[config.mk]
export PLATFORM = sky130hd
export DESIGN_NAME = modulator_carrier_select
export DESIGN_NICKNAME = d
export VERILOG_FILES = /design/src/verilog/modulator_carrier_select.v /design/src/verilog/carrier_source_mux.v
export VERILOG_INCLUDE_DIRS = /design/src /design/src/verilog
export SDC_FILE = /design/constraint.sdc
export NUM_CORES = 1
export LEC_CHECK = 0
export ABC_AREA = 1
export CORE_MARGIN = 3
export CORE_UTILIZATION = 45
export DETAILED_ROUTE_END_ITERATION = 7
export DONT_BUFFER_PORTS = 1
export HOLD_SLACK_MARGIN = 0.15
export PLACE_DENSITY = 0.68
export SLEW_MARGIN = 30
export SYNTH_ARGS = -nofsm -noshare
export SYNTH_HDL_FRONTEND = slang
export SYNTH_HIERARCHICAL = 1
export SYNTH_SLANG_ARGS = --single-unit
[constraint.sdc]
create_clock -name clk -period 2.75 [get_ports clk]
set_input_delay 0.275 -clock clk [delete_from_list [all_inputs] [get_ports clk]]
set_output_delay 0.275 -clock clk [all_outputs]
set_load 0.005 [all_outputs]
[src/verilog/carrier_select_defs.vh]
`ifndef CARRIER_SELECT_DEFS_VH
`define CARRIER_SELECT_DEFS_VH

// ----------------------------------------
// register map (indices on the plain port)
// ----------------------------------------
`define ADDR_W 2
`define ADDR_HIGH_CARRIER_CONTROL 2'h0
`define ADDR_LOW_CARRIER_CONTROL 2'h1
`define ADDR_MODULATOR_CONTROL 2'h2

// ----------------------------------------
// carrier control fields
// ----------------------------------------
`define CAR_PIN_OFF_BIT 7
`define CAR_INVERT_BIT 6
`define CAR_SYNC_BIT 5
`define CAR_UNUSED_BIT 4
`define CAR_SEL_HI 3
`define CAR_SEL_LO 0
`define CAR_WRITE_MASK 8'hef
`define CAR_RESET 8'h00

// ----------------------------------------
// modulator control fields
// ----------------------------------------
`define MOD_ENABLE_BIT 7
`define MOD_OUT_BIT 3
`define MOD_DATA_BIT 0
`define MOD_WRITE_MASK 8'h81
`define MOD_RESET 8'h00

// ----------------------------------------
// source codes
// ----------------------------------------
`define SRC_GROUND 4'h0
`define SRC_PIN_ONE 4'h1
`define SRC_PIN_TWO 4'h2
`define SRC_REF_CLOCK 4'h3
`define SRC_PWM_ONE 4'h4
`define SRC_PWM_TWO 4'h5
`define SRC_PWM_THREE 4'h6
`define SRC_PWM_FOUR 4'h7
`define PWM_UNITS 4

`endif

[src/verilog/modulator_carrier_select.v]
// Local design decisions: the strobed register port and the placing of the registers.
`timescale 1ns/10ps
`include "carrier_select_defs.vh"

module modulator_carrier_select (
  input wire clk,
  input wire nrst,
  input wire [`ADDR_W-1:0] addr,
  input wire [7:0] wdata,
  input wire wr,
  input wire rd,
  output reg [7:0] rdata,
  input wire carrier_input_pin_one,
  input wire carrier_input_pin_two,
  input wire ref_clock_in,
  input wire [`PWM_UNITS-1:0] pwm_in,
  input wire modulator_signal,
  output reg modulated_out,
  output wire [`PWM_UNITS-1:0] pwm_pin_drive_off
);
  // ----------------------------------------
  // input synchronisers
  // ----------------------------------------
  // every carrier source is off-domain, so all pass two flops
  localparam SYN_W = 4 + `PWM_UNITS;
  reg [SYN_W-1:0] syn1_r;
  reg [SYN_W-1:0] syn2_r;

  always @(posedge clk or negedge nrst) begin
    if (!nrst) begin
      syn1_r <= {SYN_W{1'b0}};
      syn2_r <= {SYN_W{1'b0}};
    end else begin
      syn1_r <= {pwm_in, modulator_signal, ref_clock_in, carrier_input_pin_two, carrier_input_pin_one};
      syn2_r <= syn1_r;
    end
  end

  wire s_pin_one = syn2_r[0];
  wire s_pin_two = syn2_r[1];
  wire s_ref = syn2_r[2];
  wire s_mod_in = syn2_r[3];
  wire [`PWM_UNITS-1:0] s_pwm = syn2_r[SYN_W-1:4];

  // ----------------------------------------
  // registers
  // ----------------------------------------
  reg [7:0] high_carrier_control_r;
  reg [7:0] low_carrier_control_r;
  reg [7:0] modulator_control_r;

  always @(posedge clk or negedge nrst) begin
    if (!nrst) begin
      high_carrier_control_r <= `CAR_RESET;
      low_carrier_control_r <= `CAR_RESET;
      modulator_control_r <= `MOD_RESET;
    end else if (wr) begin
      case (addr)
        `ADDR_HIGH_CARRIER_CONTROL: high_carrier_control_r <= wdata & `CAR_WRITE_MASK;
        `ADDR_LOW_CARRIER_CONTROL: low_carrier_control_r <= wdata & `CAR_WRITE_MASK;
        `ADDR_MODULATOR_CONTROL: modulator_control_r <= wdata & `MOD_WRITE_MASK;
        default: ;
      endcase
    end
  end

  wire [3:0] high_carrier_source_sel = high_carrier_control_r[`CAR_SEL_HI:`CAR_SEL_LO];
  wire high_carrier_invert = high_carrier_control_r[`CAR_INVERT_BIT];
  wire high_carrier_sync_enable = high_carrier_control_r[`CAR_SYNC_BIT];
  wire high_carrier_pin_drive_off = high_carrier_control_r[`CAR_PIN_OFF_BIT];
  wire [3:0] low_carrier_source_sel = low_carrier_control_r[`CAR_SEL_HI:`CAR_SEL_LO];
  wire low_carrier_invert = low_carrier_control_r[`CAR_INVERT_BIT];
  wire low_carrier_sync_enable = low_carrier_control_r[`CAR_SYNC_BIT];
  wire low_carrier_pin_drive_off = low_carrier_control_r[`CAR_PIN_OFF_BIT];
  wire modulator_enable = modulator_control_r[`MOD_ENABLE_BIT];
  wire modulator_data = modulator_control_r[`MOD_DATA_BIT];

  // ----------------------------------------
  // carrier paths
  // ----------------------------------------
  wire carrier_high;
  wire carrier_low;
  wire [`PWM_UNITS-1:0] high_off;
  wire [`PWM_UNITS-1:0] low_off;

  carrier_source_mux u_high (
    .sel(high_carrier_source_sel),
    .invert(high_carrier_invert),
    .pin_off(high_carrier_pin_drive_off),
    .pin_one(s_pin_one),
    .pin_two(s_pin_two),
    .ref_clock(s_ref),
    .pwm(s_pwm),
    .carrier(carrier_high),
    .pwm_pin_off(high_off)
  );

  carrier_source_mux u_low (
    .sel(low_carrier_source_sel),
    .invert(low_carrier_invert),
    .pin_off(low_carrier_pin_drive_off),
    .pin_one(s_pin_one),
    .pin_two(s_pin_two),
    .ref_clock(s_ref),
    .pwm(s_pwm),
    .carrier(carrier_low),
    .pwm_pin_off(low_off)
  );

  assign pwm_pin_drive_off = high_off | low_off;

  // ----------------------------------------
  // switching with optional sync
  // ----------------------------------------
  // modulator signal is the OR of the synchronised pin and the data bit, with no mode select;
  // the pin alone decides only while the data bit is clear
  wire mod_sig = s_mod_in | modulator_data;

  localparam ST_LOW = 1'b0;
  localparam ST_HIGH = 1'b1;
  reg state_r;
  reg state_nxt;
  reg carrier_high_d_r;
  reg carrier_low_d_r;

  wire high_fall = carrier_high_d_r & ~carrier_high;
  wire low_fall = carrier_low_d_r & ~carrier_low;

  always @* begin
    state_nxt = state_r;
    case (state_r)
      ST_HIGH: begin
        if (!mod_sig && (!high_carrier_sync_enable || high_fall)) begin
          state_nxt = ST_LOW;
        end
      end
      ST_LOW: begin
        if (mod_sig && (!low_carrier_sync_enable || low_fall)) begin
          state_nxt = ST_HIGH;
        end
      end
      default: state_nxt = ST_LOW;
    endcase
  end

  always @(posedge clk or negedge nrst) begin
    if (!nrst) begin
      state_r <= ST_LOW;
      carrier_high_d_r <= 1'b0;
      carrier_low_d_r <= 1'b0;
      modulated_out <= 1'b0;
    end else begin
      carrier_high_d_r <= carrier_high;
      carrier_low_d_r <= carrier_low;
      if (!modulator_enable) begin
        // held in low so a later enable starts from a known side
        state_r <= ST_LOW;
        modulated_out <= 1'b0;
      end else begin
        state_r <= state_nxt;
        modulated_out <= (state_nxt == ST_HIGH) ? carrier_high : carrier_low;
      end
    end
  end

  // ----------------------------------------
  // read port
  // ----------------------------------------
  always @(posedge clk or negedge nrst) begin
    if (!nrst) begin
      rdata <= 8'h00;
    end else if (rd) begin
      case (addr)
        `ADDR_HIGH_CARRIER_CONTROL: rdata <= high_carrier_control_r;
        `ADDR_LOW_CARRIER_CONTROL: rdata <= low_carrier_control_r;
        `ADDR_MODULATOR_CONTROL: rdata <= modulator_control_r | ({7'h00, modulated_out} << `MOD_OUT_BIT);
        default: rdata <= 8'h00;
      endcase
    end else begin
      rdata <= 8'h00;
    end
  end
endmodule // modulator_carrier_select

[src/verilog/carrier_source_mux.v]
`timescale 1ns/10ps
`include "carrier_select_defs.vh"

// ----------------------------------------
// one carrier path: select, invert, pin drive cut
// ----------------------------------------
module carrier_source_mux (
  input wire [3:0] sel,
  input wire invert,
  input wire pin_off,
  input wire pin_one,
  input wire pin_two,
  input wire ref_clock,
  input wire [`PWM_UNITS-1:0] pwm,
  output wire carrier,
  output wire [`PWM_UNITS-1:0] pwm_pin_off
);
  reg raw;

  always @* begin
    case (sel)
      `SRC_GROUND: raw = 1'b0;
      `SRC_PIN_ONE: raw = pin_one;
      `SRC_PIN_TWO: raw = pin_two;
      `SRC_REF_CLOCK: raw = ref_clock;
      `SRC_PWM_ONE: raw = pwm[0];
      `SRC_PWM_TWO: raw = pwm[1];
      `SRC_PWM_THREE: raw = pwm[2];
      `SRC_PWM_FOUR: raw = pwm[3];
      // reserved codes connect nothing
      default: raw = 1'b0;
    endcase
  end

  assign carrier = raw ^ invert;

  genvar i;
  generate
    for (i = 0; i < `PWM_UNITS; i = i + 1) begin : g_off
      assign pwm_pin_off[i] = pin_off & (sel == (`SRC_PWM_ONE + i));
    end
  endgenerate
endmodule // carrier_source_mux

* Yosys cells after proc, flatten, opt, wreduce, memory -nomap -nowiden
Index checks and enable logic that the tools add are counted.
** Storage, ports and cells
- Input port bits :: 22
- Word-level logic and storage cells :: 65
- Flip-flop bits (word level) :: 44
** Operators by class
- Reductions and logical operators :: 11
- Equal/unequal tests :: 16
- Bitwise logic cells :: 18
- Multiplexer cells :: 10
** Operator list (number)
- $eq A4 B3 Y1 const B :: 8
- $pmux W8 S3 :: 1
- $eq A4 B2 Y1 const B :: 4
- $pmux W1 S7 :: 2
- $and A1 B1 Y1 :: 10
- $eq A4 B1 Y1 const B :: 2
- $mux W8 :: 1
- $or A8 B4 Y8 :: 1
- $reduce_and A2 Y1 :: 3
- $mux W1 :: 5
- $or A4 B4 Y4 :: 1
- $logic_not A1 Y1 :: 3
- $not A1 Y1 :: 3
- $eq A2 B1 Y1 const B :: 1
- $eq A2 B2 Y1 const B :: 1
- $logic_and A1 B1 Y1 :: 2
- $logic_not A2 Y1 :: 1
- $logic_or A1 B1 Y1 :: 2
- $pmux W1 S2 :: 1
- $xor A1 B1 Y1 :: 2
- $or A1 B1 Y1 :: 1

* Depth between registers and ports, before layout
Gate-level depths: netlist of the first run.
- Depth after elaboration :: 11
- Gate-level depth with buffers :: 16
- Gate-level depth less buffers :: 16

* Modules after synthesis
The synthesis of the first run kept the hierarchy.
** Modules (own cells, without submodules)
- modulator_carrier_select :: cells each 148, area an instance 1591.5 sq um, instances 1
- carrier_source_mux :: cells each 35, area an instance 163.9 sq um, instances 2

* Least setup slack after synthesis of the first run
Ideal clock, no wire load.
- Path type :: reg-to-reg
- Start :: register low_carrier_control_r[2]
- End :: register modulated_out
- Library setup time :: 117 ps
- Arrival :: 1329 ps
- Buffers on the path :: 0
- Setup slack :: 1304 ps
- Stages on the path, launching flop included :: 17
- Path through :: dfrtp_1 > inv_1 > nor2_4 > nand3_1 > nand2_1 > nor2_2 > nand2_1 > nand2_1 > nand2_1 > inv_1 > nand2_1 > nand2_1 > nand2_1 > nand2_1 > nand2_1 > nor2_1 > nor2_1
** On the way
- Longest elaborated chain between the ends :: 11
- Elaborated cells on any way between the ends :: 17
- Those cells by class :: 7 x eq/ne; 5 x mux; 3 x bitwise; 2 x reduce/logical
** RTL lines
- from (decl) :: line modulator_carrier_select.v:49 : reg [7:0] low_carrier_control_r;
- from (signal assigned) :: line modulator_carrier_select.v:55 : low_carrier_control_r <= `CAR_RESET;
- from (signal assigned) :: line modulator_carrier_select.v:60 : `ADDR_LOW_CARRIER_CONTROL: low_carrier_control_r <= wdata & `CAR_WRITE_MASK;
- $eq A4 B3 Y1 (tied with other cells) :: line carrier_source_mux.v:21 : case (sel)
- $pmux W1 S7 * :: line carrier_source_mux.v:21
- $xor A1 B1 Y1 * :: line carrier_source_mux.v:35 : assign carrier = raw ^ invert;
- named net carrier_low :: line modulator_carrier_select.v:82 : wire carrier_low;
- $not A1 Y1 :: line modulator_carrier_select.v:127 : wire low_fall = carrier_low_d_r & ~carrier_low;
- $and A1 B1 Y1 :: line modulator_carrier_select.v:127
- $logic_or A1 B1 Y1 :: line modulator_carrier_select.v:138 : if (mod_sig && (!low_carrier_sync_enable || low_fall)) begin
- $logic_and A1 B1 Y1 :: line modulator_carrier_select.v:138
- $mux W1 :: line modulator_carrier_select.v:138
- $pmux W1 S2 :: line modulator_carrier_select.v:131 : case (state_r)
- $mux W1 * :: line modulator_carrier_select.v:161 : modulated_out <= (state_nxt == ST_HIGH) ? carrier_high : carrier_low;
- $mux W1 * :: line modulator_carrier_select.v:155 : if (!modulator_enable) begin
- to (signal assigned) :: line modulator_carrier_select.v:161
- to (decl) :: line modulator_carrier_select.v:18 : output reg modulated_out,
Mark *: on every way through the listed nets, which the timed path passes. The rest lies on a longest branch.
A chain may end at the register's enable or synchronous reset.

* Worst setup path after layout of the first run
Ends and elaborated chain as after synthesis.

==> results.toml, run 1 <==
[cts]
post_cts_buffers = 0
hold_buffers = 13
root_buffer = "clkbuf_8"
cts_max_path_buffers = 2
numCtsBuffers = 5
clock_sinks = 43
cts_resized = 0
clock_latency_ns = 0.29
cts_tree = "yes"
ctsHtreeMaxLevel = 2
path_clk_slew_ns = 0.08

[global_routing]
grt_overflow_total = 0
grt_pass1_wl_mm = 6.20
grt_max_degree = 44
grt_usage = 0.157
grt_pass1_vias = 1289
antenna_found_initial = 0

[yosys]
synth_edf_count = 0
synth_common_cells = "67 x nand2_1, 43 x dfrtp_1, 26 x inv_1"
yosysWarningCount = 6
synth_area_leaders = "dfrtp_1 56%, nand2_1 13%, inv_1 5.1%"
ys_seq_elements = 43
yosys.area.top_type_share = 0.561
async_flop_share = 1.00
synthAdderAreaFrac = 0
synth_compound_area_frac = 0.0658
syn_area_mm2 = 0.00192
syn_nets = 240
yosys.area_share.simple = 0.299
yosys.area_share.xor_xnor = 0
yosys-mux-area-fraction = 0
synth_cells = 218
syn_avg_cell_area_um2 = 8.80
ys.flop_type = "dfrtp_1"
post-synth-top-count-cell = "nand2_1"
synth_area_leader_cell = "dfrtp_1"
yosysSeqAreaShare = 0.561
synth_cell_types = 20
synth_top_family_by_area = "simple AND/OR/NAND/NOR gates"

[detailed_routing]
via_per_inst = 4.83
antenna_left = 0
firstDrtPassIters = 4
wl_met2_mm = 1.65
wl_met3_um = 145
wl_per_cell_um = 12.5
highest_layer = "met4"
drt_wl_total_mm = 3.59
vias = 1386
route.detailed.drc = 0
drtIter0Drc = 72
wl_met1_mm = 1.77

[critical_path]
cp_slowest_cell = "dfrtp_1"
path_max_fanout = 7
cp.required_ns = 2.94
r2r-start = "low_carrier_control_r[2]"
r2r_setup_slack_ns = 1.05
critPathArrivalTime_ns = 1.88
cp-end-kind = "flop"
r2r_cells = 16
start_kind = "flop"
path_delay_family = "simple AND/OR/NAND/NOR gates"
cpPeakStageDelay_ns = 0.43
startpoint = "low_carrier_control_r[2]"
worstPathCellList = "inv_1 -> nor2_4 -> nand3_1 -> nand2_1 -> nor2_2 -> nand2_1 -> nand2_1 -> nand2_1 -> inv_1 -> nand2_1 -> nand2_1 -> nand2_1 -> nand2_1 -> nand2_1 -> nor2_1 -> nor2_1"
rr_endpoint = "modulated_out"
worst-path-buf-inv = 2
path_class = "reg2reg"
cpMostUsedCell = "nand2_1"

[worst_hold_path]
whs_endpoint = "low_carrier_control_r[2]"
hold_path_depth = 2
hold_start = "wdata[2]"
worstHoldPathType = "in2reg"

[timing]
post-route-period-util = 0.617
max_freq_ghz = 0.590
tns_ns = 0
hold_viol = 0
setup_violations = 0
clock_skew_ns = 0.00672
period_minus_slack_ns = 1.70
rsz0062_at_grt = "no"
drv_slew = 0

[pwr]
vdd_drop_max_mv = 0.440
combPwrFrac = 0.157
switchingPower_uw = 435
powerDensity_mw_per_mm2 = 714
p_int_mw = 1.16
switching_share = 0.273
pwr-share-clk = 0.360
leakage_nw = 1.14
seqPwrFrac = 0.484

[finish]
antennaDiodeCount = 0
drive_gt1_frac = 0.165
fillers = 368
regArea_mm2 = 0.00108
nets = 258
syn2layout_area_growth_pct = 16.6
final_cells = 287
multi_input_area_um2 = 704

[die]
initial_utilization = 0.473
die_w_um = 71.3
fp.coreArea_mm2 = 0.00406
rows = 23
die_height_um = 71.3
die_area_mm2 = 0.00509
ios = 35

[placement]
hpwl_mm = 2.60
dpl.cell_count = 265
io_buffer_count = 0
gp_congestion = 0.820

[job]
cap_violations = 0

[status]
status = "complete, no violations"
layout make-up:
cell class | instances | share of cell area
Clock buffer | 5 | 0.0307
Sequential cell | 43 | 0.481
Multi-Input combinational cell | 143 | 0.315
Inverter | 29 | 0.0486
Tap cell | 50 | 0.0279
Timing Repair Buffer | 14 | 0.0671
Clock inverter | 3 | 0.0302
metrics by stage:
stage | hold slack [ns] | power [mW] | setup WS, ns | utilization | instance area (µm²)
after floorplan | -0.0206 | 0.952 | 1.30 | - | 1920
after global placement | -0.0198 | 0.997 | 1.12 | 0.481 | 1950
after detailed placement | -0.0199 | 1.00 | 1.11 | 0.481 | 1950
after CTS | 0.151 | 1.61 | 1.09 | 0.549 | 2230
after global routing | 0.155 | 1.69 | 0.789 | 0.552 | 2240
final | 0.155 | 1.60 | 1.05 | 0.552 | 2240
power groups by stage:
stage	logic (mW)	clock network [mW]	registers, mW
floorplan	0.188	0	0.764
global placement	0.214	0	0.784
detailed placement	0.220	0	0.784
CTS	0.250	0.589	0.772
global route	0.295	0.608	0.785
finish	0.250	0.575	0.773
per-layer routing:
layer / track usage / vias up
met3: 0.0435 / 2
met5: 0 / -
li1: - / 711
met2: 0.228 / 35
met1: 0.232 / 638
met4: 0.0459 / 0
registers in the layout (all words and copies together), names as in the netlist:
name,count
low_carrier_control_r,7
syn1_r,8
state_r,1
carrier_high_d_r,1
modulated_out,1
carrier_low_d_r,1
rdata,7
syn2_r,8
modulator_control_r,2
high_carrier_control_r,7
placed cells by master, fill, tap and decap left out, drive strengths merged, types with 4 or more instances in the layout:
master | synthesis | routed
inv | 29 | 29
a21oi | 4 | 4
nand3 | 21 | 21
o21ai | 16 | 16
dfrtp | 43 | 43
nor2 | 24 | 24
dlygate4sd3 | 0 | 13
clkbuf | 0 | 5
or2 | 4 | 4
nand2 | 71 | 71
how the worst max path moves through the flow:
stage,endpoint,depth (start not counted)
finish,modulated_out,16
global route,modulated_out,16
CTS,modulated_out,16
detailed placement,modulated_out,16
global placement,modulated_out,15
floorplan,modulated_out,16
cell families after synthesis:
group                  count (synthesis)
DFF                                   43
AOI/OAI and AO/OA                     20
other                                  1
buffers and inverters                 32
and+or+nand+nor                      122
worst reg2reg max path, delay by kind of cell, from the launching register on:
kind / cells / cell delay (ns)
and+or+nand+nor: 14 / 0.95
DFF: 1 / 0.43
buffers and inverters: 2 / 0.21
Note: power is estimated with default switching activity, not from simulation.
==> run 2, diff against run 1 <==
--- a/config.mk
+++ b/config.mk
@@ -6,13 +6,13 @@
 export SDC_FILE = /design/constraint.sdc
 export NUM_CORES = 1
 export LEC_CHECK = 0
-export ABC_AREA = 1
+export ABC_AREA = 0
 export CORE_MARGIN = 3
 export CORE_UTILIZATION = 45
 export DETAILED_ROUTE_END_ITERATION = 7
 export DONT_BUFFER_PORTS = 1
 export HOLD_SLACK_MARGIN = 0.15
-export PLACE_DENSITY = 0.68
+export PLACE_DENSITY = 0.7
 export SLEW_MARGIN = 30
 export SYNTH_ARGS = -nofsm -noshare
 export SYNTH_HDL_FRONTEND = slang
==> constraint.sdc (replaced) <==
create_clock -name clk -period 1.45 [get_ports clk]
set_input_delay 0.145 -clock clk [delete_from_list [all_inputs] [get_ports clk]]
set_output_delay 0.145 -clock clk [all_outputs]
set_load 0.005 [all_outputs]
==> results.toml, run 2 <==
[status]
status = "finished, violations left"
violations = "setup timing"

[yosys]
syn_nets = 159
yosys.area.top_type_share = 0.585
post-synth-top-count-cell = "dfrtp_1"
synth_edf_count = 0
synth_area_leader_cell = "dfrtp_1"
synth_cells = 137
syn_area_mm2 = 0.00184
ys_seq_elements = 43
yosysWarningCount = 6
ys.flop_type = "dfrtp_1"
async_flop_share = 1.00
synth_cell_types = 28
yosysSeqAreaShare = 0.585
synth_area_leaders = "dfrtp_1 59%, mux2_2 9.8%, mux2i_1 6.0%"
synth_common_cells = "43 x dfrtp_1, 16 x mux2_2, 11 x mux2i_1"
syn_avg_cell_area_um2 = 13.4

[finish]
syn2layout_area_growth_pct = 28.9
reg_top3 = "syn1_r: 8 flops, syn2_r: 8 flops"
antennaDiodeCount = 0
nets = 198
mostFrequentLayoutCell = "dfrtp_1"
fillers = 282
finalCoreUtilization = 0.624
final_area_mm2 = 0.00237
drive_gt1_frac = 0.367
final_cell_mix = "41 x dfrtp_1, 21 x dlygate4sd3_1, 16 x mux2_2, 13 x buf_4, 11 x mux2i_1"

[detailed_routing]
wl_per_cell_um = 16.4
drt_wl_total_mm = 3.68
route.detailed.drc = 0
vias = 1191
antenna_left = 0
via_per_inst = 5.29
firstDrtPassIters = 4
drtIter0Drc = 61

[timing]
drv_slew = 0
clock_skew_ns = 0.00811
period_minus_slack_ns = 1.85
rsz0062_at_grt = "yes"
post-route-period-util = 1.27
fin_ws_ns = -0.396
tns_ns = -1.34
setup_violations = 8
hold_ws_ns = 0.153
max_freq_ghz = 0.542
hold_viol = 0

[cts]
clock_latency_ns = 0.29
cts_tree = "yes"
clock_sinks = 43
ctsHtreeMaxLevel = 2
root_buffer = "clkbuf_8"
numCtsBuffers = 5
path_clk_slew_ns = 0.08
cts_max_path_buffers = 2

[pwr]
powerDensity_mw_per_mm2 = 1350
vdd_drop_max_mv = 0.634
leakage_nw = 1.05

[critical_path]
r2r-start = "low_carrier_control_r[0]"
path_class = "reg2reg"
critPathArrivalTime_ns = 2.02
r2r_cells = 8
cp.required_ns = 1.63
cp-end-kind = "flop"
r2r_setup_slack_ns = -0.40
path_max_fanout = 6
rr_endpoint = "modulated_out"
start_kind = "flop"

[die]
die_height_um = 69.9
initial_utilization = 0.484
fp.coreArea_mm2 = 0.00380
die_w_um = 69.9
rows = 22
die_area_mm2 = 0.00489
ios = 35

[placement]
dpl-instance-area_mm2 = 0.00196
gp_congestion = 0.877
io_buffer_count = 0
hpwl_mm = 2.56

[worst_hold_path]
hold_path_depth = 2
hold_start = "addr[0]"
whs_endpoint = "high_carrier_control_r[1]"
worstHoldPathType = "in2reg"

[global_routing]
grt_max_degree = 44
grt_pass1_wl_mm = 6.15
grt_overflow_total = 0
grt_usage = 0.163
antenna_found_initial = 0
grt_pass1_vias = 1315

[job]
cap_violations = 0
## run 2: what timing repair did
action | 4_1_cts | 5_1_grt
hold endpoints to repair | 74 | 1
gates resized for setup | 15 | 5
buffers inserted | 1 | 0
pin swaps | 4 | 2
cloned | 0 | 0
endpoints found under the setup margin | 8 | 9
hold buffers | 22 | 1
## run 2: worst max path at each step
stage                              startpoint             to  slack [ns]  depth (start not counted)
floorplan            low_carrier_control_r[0]  modulated_out       -0.28                          9
global placement     low_carrier_control_r[0]  modulated_out       -0.40                          7
detailed placement   low_carrier_control_r[0]  modulated_out       -0.47                          8
CTS                  low_carrier_control_r[0]  modulated_out       -0.40                          8
global route        high_carrier_control_r[0]  modulated_out       -0.53                          7
finish               low_carrier_control_r[0]  modulated_out       -0.40                          8
## run 2: logic make-up (layout without fill, tap and decap cells)
| kind of cell | count (synthesis) | count (layout) | share of synthesized area |
|---|---|---|---|
| AND/OR/NAND/NOR | 42 | 42 | 0.137 |
| multiplexers | 29 | 29 | 0.174 |
| AO/OA/AOI/OAI | 15 | 15 | 0.0674 |
| other | 1 | 1 | 0.00204 |
| flip-flops | 43 | 43 | 0.585 |
| buffers and inverters | 5 | 45 | 0.0245 |
| XOR/XNOR | 2 | 2 | 0.00953 |
## run 2: per-stage QoR
stage	worst slack (ns)	std cells	power, mW
floorplan	-0.284	137	1.91
global placement	-0.404	194	2.07
detailed placement	-0.465	194	2.11
CTS	-0.399	225	3.19
global route	-0.530	225	3.36
finish	-0.396	225	3.20
## run 2: final cells by class
type	count	area (µm²)	share of cell area
Tap cell	48	60.1	0.0253
Inverter	1	3.75	0.00158
Clock buffer	6	82.6	0.0348
Timing Repair Buffer	36	339	0.143
Clock inverter	2	35.0	0.0148
Multi-Input combinational cell	89	772	0.326
Sequential cell	43	1080	0.455
## run 2: layer usage
layer / vias to the layer above / wire length (µm) / share of wire / global-route usage
li1: 552 / - / - / -
met1: 593 / 1570 / 0.43 / 0.190
met2: 38 / 1830 / 0.50 / 0.268
met3: 8 / 198 / 0.054 / 0.0576
met4: 0 / 78 / 0.021 / 0.0745
met5: - / 0 / 0 / 0
## run 2: report_power, final
group	switching, mW	leakage [nW]	internal, mW	total, mW
Clock	0.401	0.0612	0.557	0.959
Combinational	0.307	0.475	0.422	0.730
Sequential	0.139	0.517	1.37	1.51
Total	0.848	1.05	2.35	3.20
## run 2: worst max-delay path: stages (launching register included)
cell and delay, ns:
dfrtp_2 0.47, mux2i_1 0.15, a2111oi_2 0.34, a311oi_2 0.09
xnor2_1 0.23, nand2b_1 0.16, a21oi_2 0.07, a21oi_1 0.13
o32ai_1 0.09
==> run 3, diff against run 2 <==
--- a/config.mk
+++ b/config.mk
@@ -6,7 +6,7 @@
 export SDC_FILE = /design/constraint.sdc
 export NUM_CORES = 1
 export LEC_CHECK = 0
-export ABC_AREA = 0
+export ABC_AREA = 1
 export CORE_MARGIN = 3
 export CORE_UTILIZATION = 45
 export DETAILED_ROUTE_END_ITERATION = 7
==> results.toml, run 3 (synthesis results as in run 1) <==
[critical_path]
cp-end-kind = "flop"
critPathArrivalTime_ns = 1.92
r2r-start = "low_carrier_control_r[0]"
cp.required_ns = 1.64
r2r_setup_slack_ns = -0.27
rr_endpoint = "modulated_out"
path_class = "reg2reg"
start_kind = "flop"
startpoint = "low_carrier_control_r[0]"
r2r_cells = 16
path_max_fanout = 5

[timing]
fin_ws_ns = -0.275
setup_violations = 6
period_minus_slack_ns = 1.72
clock_skew_ns = 0.00579
post-route-period-util = 1.19
drv_slew = 0
tns_ns = -1.00
max_freq_ghz = 0.580
hold_viol = 0
rsz0062_at_grt = "yes"

[global_routing]
grt_pass1_wl_mm = 7.10
grt_pass1_vias = 1528
grt_max_degree = 44
grt_usage = 0.181
grt_overflow_total = 0
antenna_found_initial = 0

[pwr]
combPwrFrac = 0.252
powerDensity_mw_per_mm2 = 1240
seqPwrFrac = 0.454
p_int_mw = 2.28
pwr-share-clk = 0.294
switching_share = 0.299
vdd_drop_max_mv = 0.556
switchingPower_uw = 969
leakage_nw = 1.29

[placement]
gp_congestion = 0.843
io_buffer_count = 0
hpwl_mm = 2.79

[cts]
numCtsBuffers = 5
cts_max_path_buffers = 2
clock_sinks = 43
path_clk_slew_ns = 0.08
clock_latency_ns = 0.30
cts_tree = "yes"
ctsHtreeMaxLevel = 2
root_buffer = "clkbuf_8"

[die]
die_area_mm2 = 0.00509
rows = 23
initial_utilization = 0.473
die_w_um = 71.3
ios = 35
fp.coreArea_mm2 = 0.00406
die_height_um = 71.3

[detailed_routing]
firstDrtPassIters = 4
vias = 1616
drtIter0Drc = 100
via_per_inst = 5.05
drt_wl_total_mm = 4.64
wl_per_cell_um = 14.5
antenna_left = 0
route.detailed.drc = 0

[finish]
drive_gt1_frac = 0.359
mostFrequentLayoutCell = "nand2_1"
nets = 291
finalCoreUtilization = 0.643
final_cell_mix = "58 x nand2_1, 38 x dfrtp_1, 22 x buf_4, 20 x inv_1, 20 x dlygate4sd3_1"
reg_top3 = "syn1_r: 8 flops, syn2_r: 8 flops"
syn2layout_area_growth_pct = 35.9
antennaDiodeCount = 0

[job]
cap_violations = 0

[status]
status = "finished, violations left"
violations = "setup timing"

[worst_hold_path]
worstHoldPathType = "in2async"
## run 3: layout make-up
class,count,area [µm²]
inverter,29,109
sequential,43,1080
fill,318,1450
timing repair buffer,47,430
clock buffer,6,82.6
clock inverter,2,35.0
tap,50,62.6
multi-input combinational,143,806
## run 3: metal layers
metal,vias up,GRT usage,share of wire
met1,769,0.240,0.42
met3,20,0.0491,0.056
met5,-,0,0
met2,55,0.274,0.48
li1,772,-,-
met4,0,0.0856,0.040
## run 3: per-stage QoR
stage               setup slack, ns  hold WS, ns  total power, mW  instances  area (µm²)
detailed placement           -0.162       -0.150             2.03        282        2080
floorplan                   0.00398       -0.151             1.80        218        1920
global route                 -0.394        0.354             3.40        320        2610
finish                       -0.275        0.353             3.25        320        2610
global placement             -0.103       -0.150             2.01        282        2080
CTS                          -0.165        0.340             3.13        315        2490
## run 3: worst max-delay path, cell delays in order, from the launching register on
cell and delay [ns]:
dfrtp_2 0.46, inv_1 0.12, nor2_4 0.05, nand3_2 0.06, nand2_1 0.08, nor2_2 0.14
nand2_1 0.07, nand2_1 0.08, nand2_2 0.06, inv_2 0.05, nand2_1 0.05, nand2_1 0.07
nand2_2 0.06, nand2_2 0.06, nand2_2 0.06, nor2_1 0.10, nor2_1 0.05
## run 3: how the worst max path moves through the flow
| stage | endpoint | slack (ns) | cells after the start |
|---|---|---|---|
| 6_report | modulated_out | -0.27 | 16 |
| 5_1_grt | modulated_out | -0.39 | 16 |
| 4_1_cts | modulated_out | -0.16 | 16 |
| 3_5_place_dp | modulated_out | -0.16 | 16 |
| 3_3_place_gp | modulated_out | -0.10 | 16 |
| 2_1_floorplan | modulated_out | 0.004 | 16 |
## run 3: timing repair
item                       CTS  global route
pin swaps                    4            19
hold buffers                21             0
hold endpoints to repair    74             0
setup endpoints to repair    5             6
gates resized for setup     13            30
setup buffers                4             6
## run 3: power groups by stage
| stage | clock network [mW] | registers, mW | logic [mW] |
|---|---|---|---|
| 6_report | 0.954 | 1.47 | 0.818 |
| 5_1_grt | 1.02 | 1.49 | 0.895 |
| 4_1_cts | 0.973 | 1.45 | 0.698 |
| 3_5_place_dp | 0 | 1.47 | 0.558 |
| 3_3_place_gp | 0 | 1.47 | 0.544 |
| 2_1_floorplan | 0 | 1.45 | 0.356 |
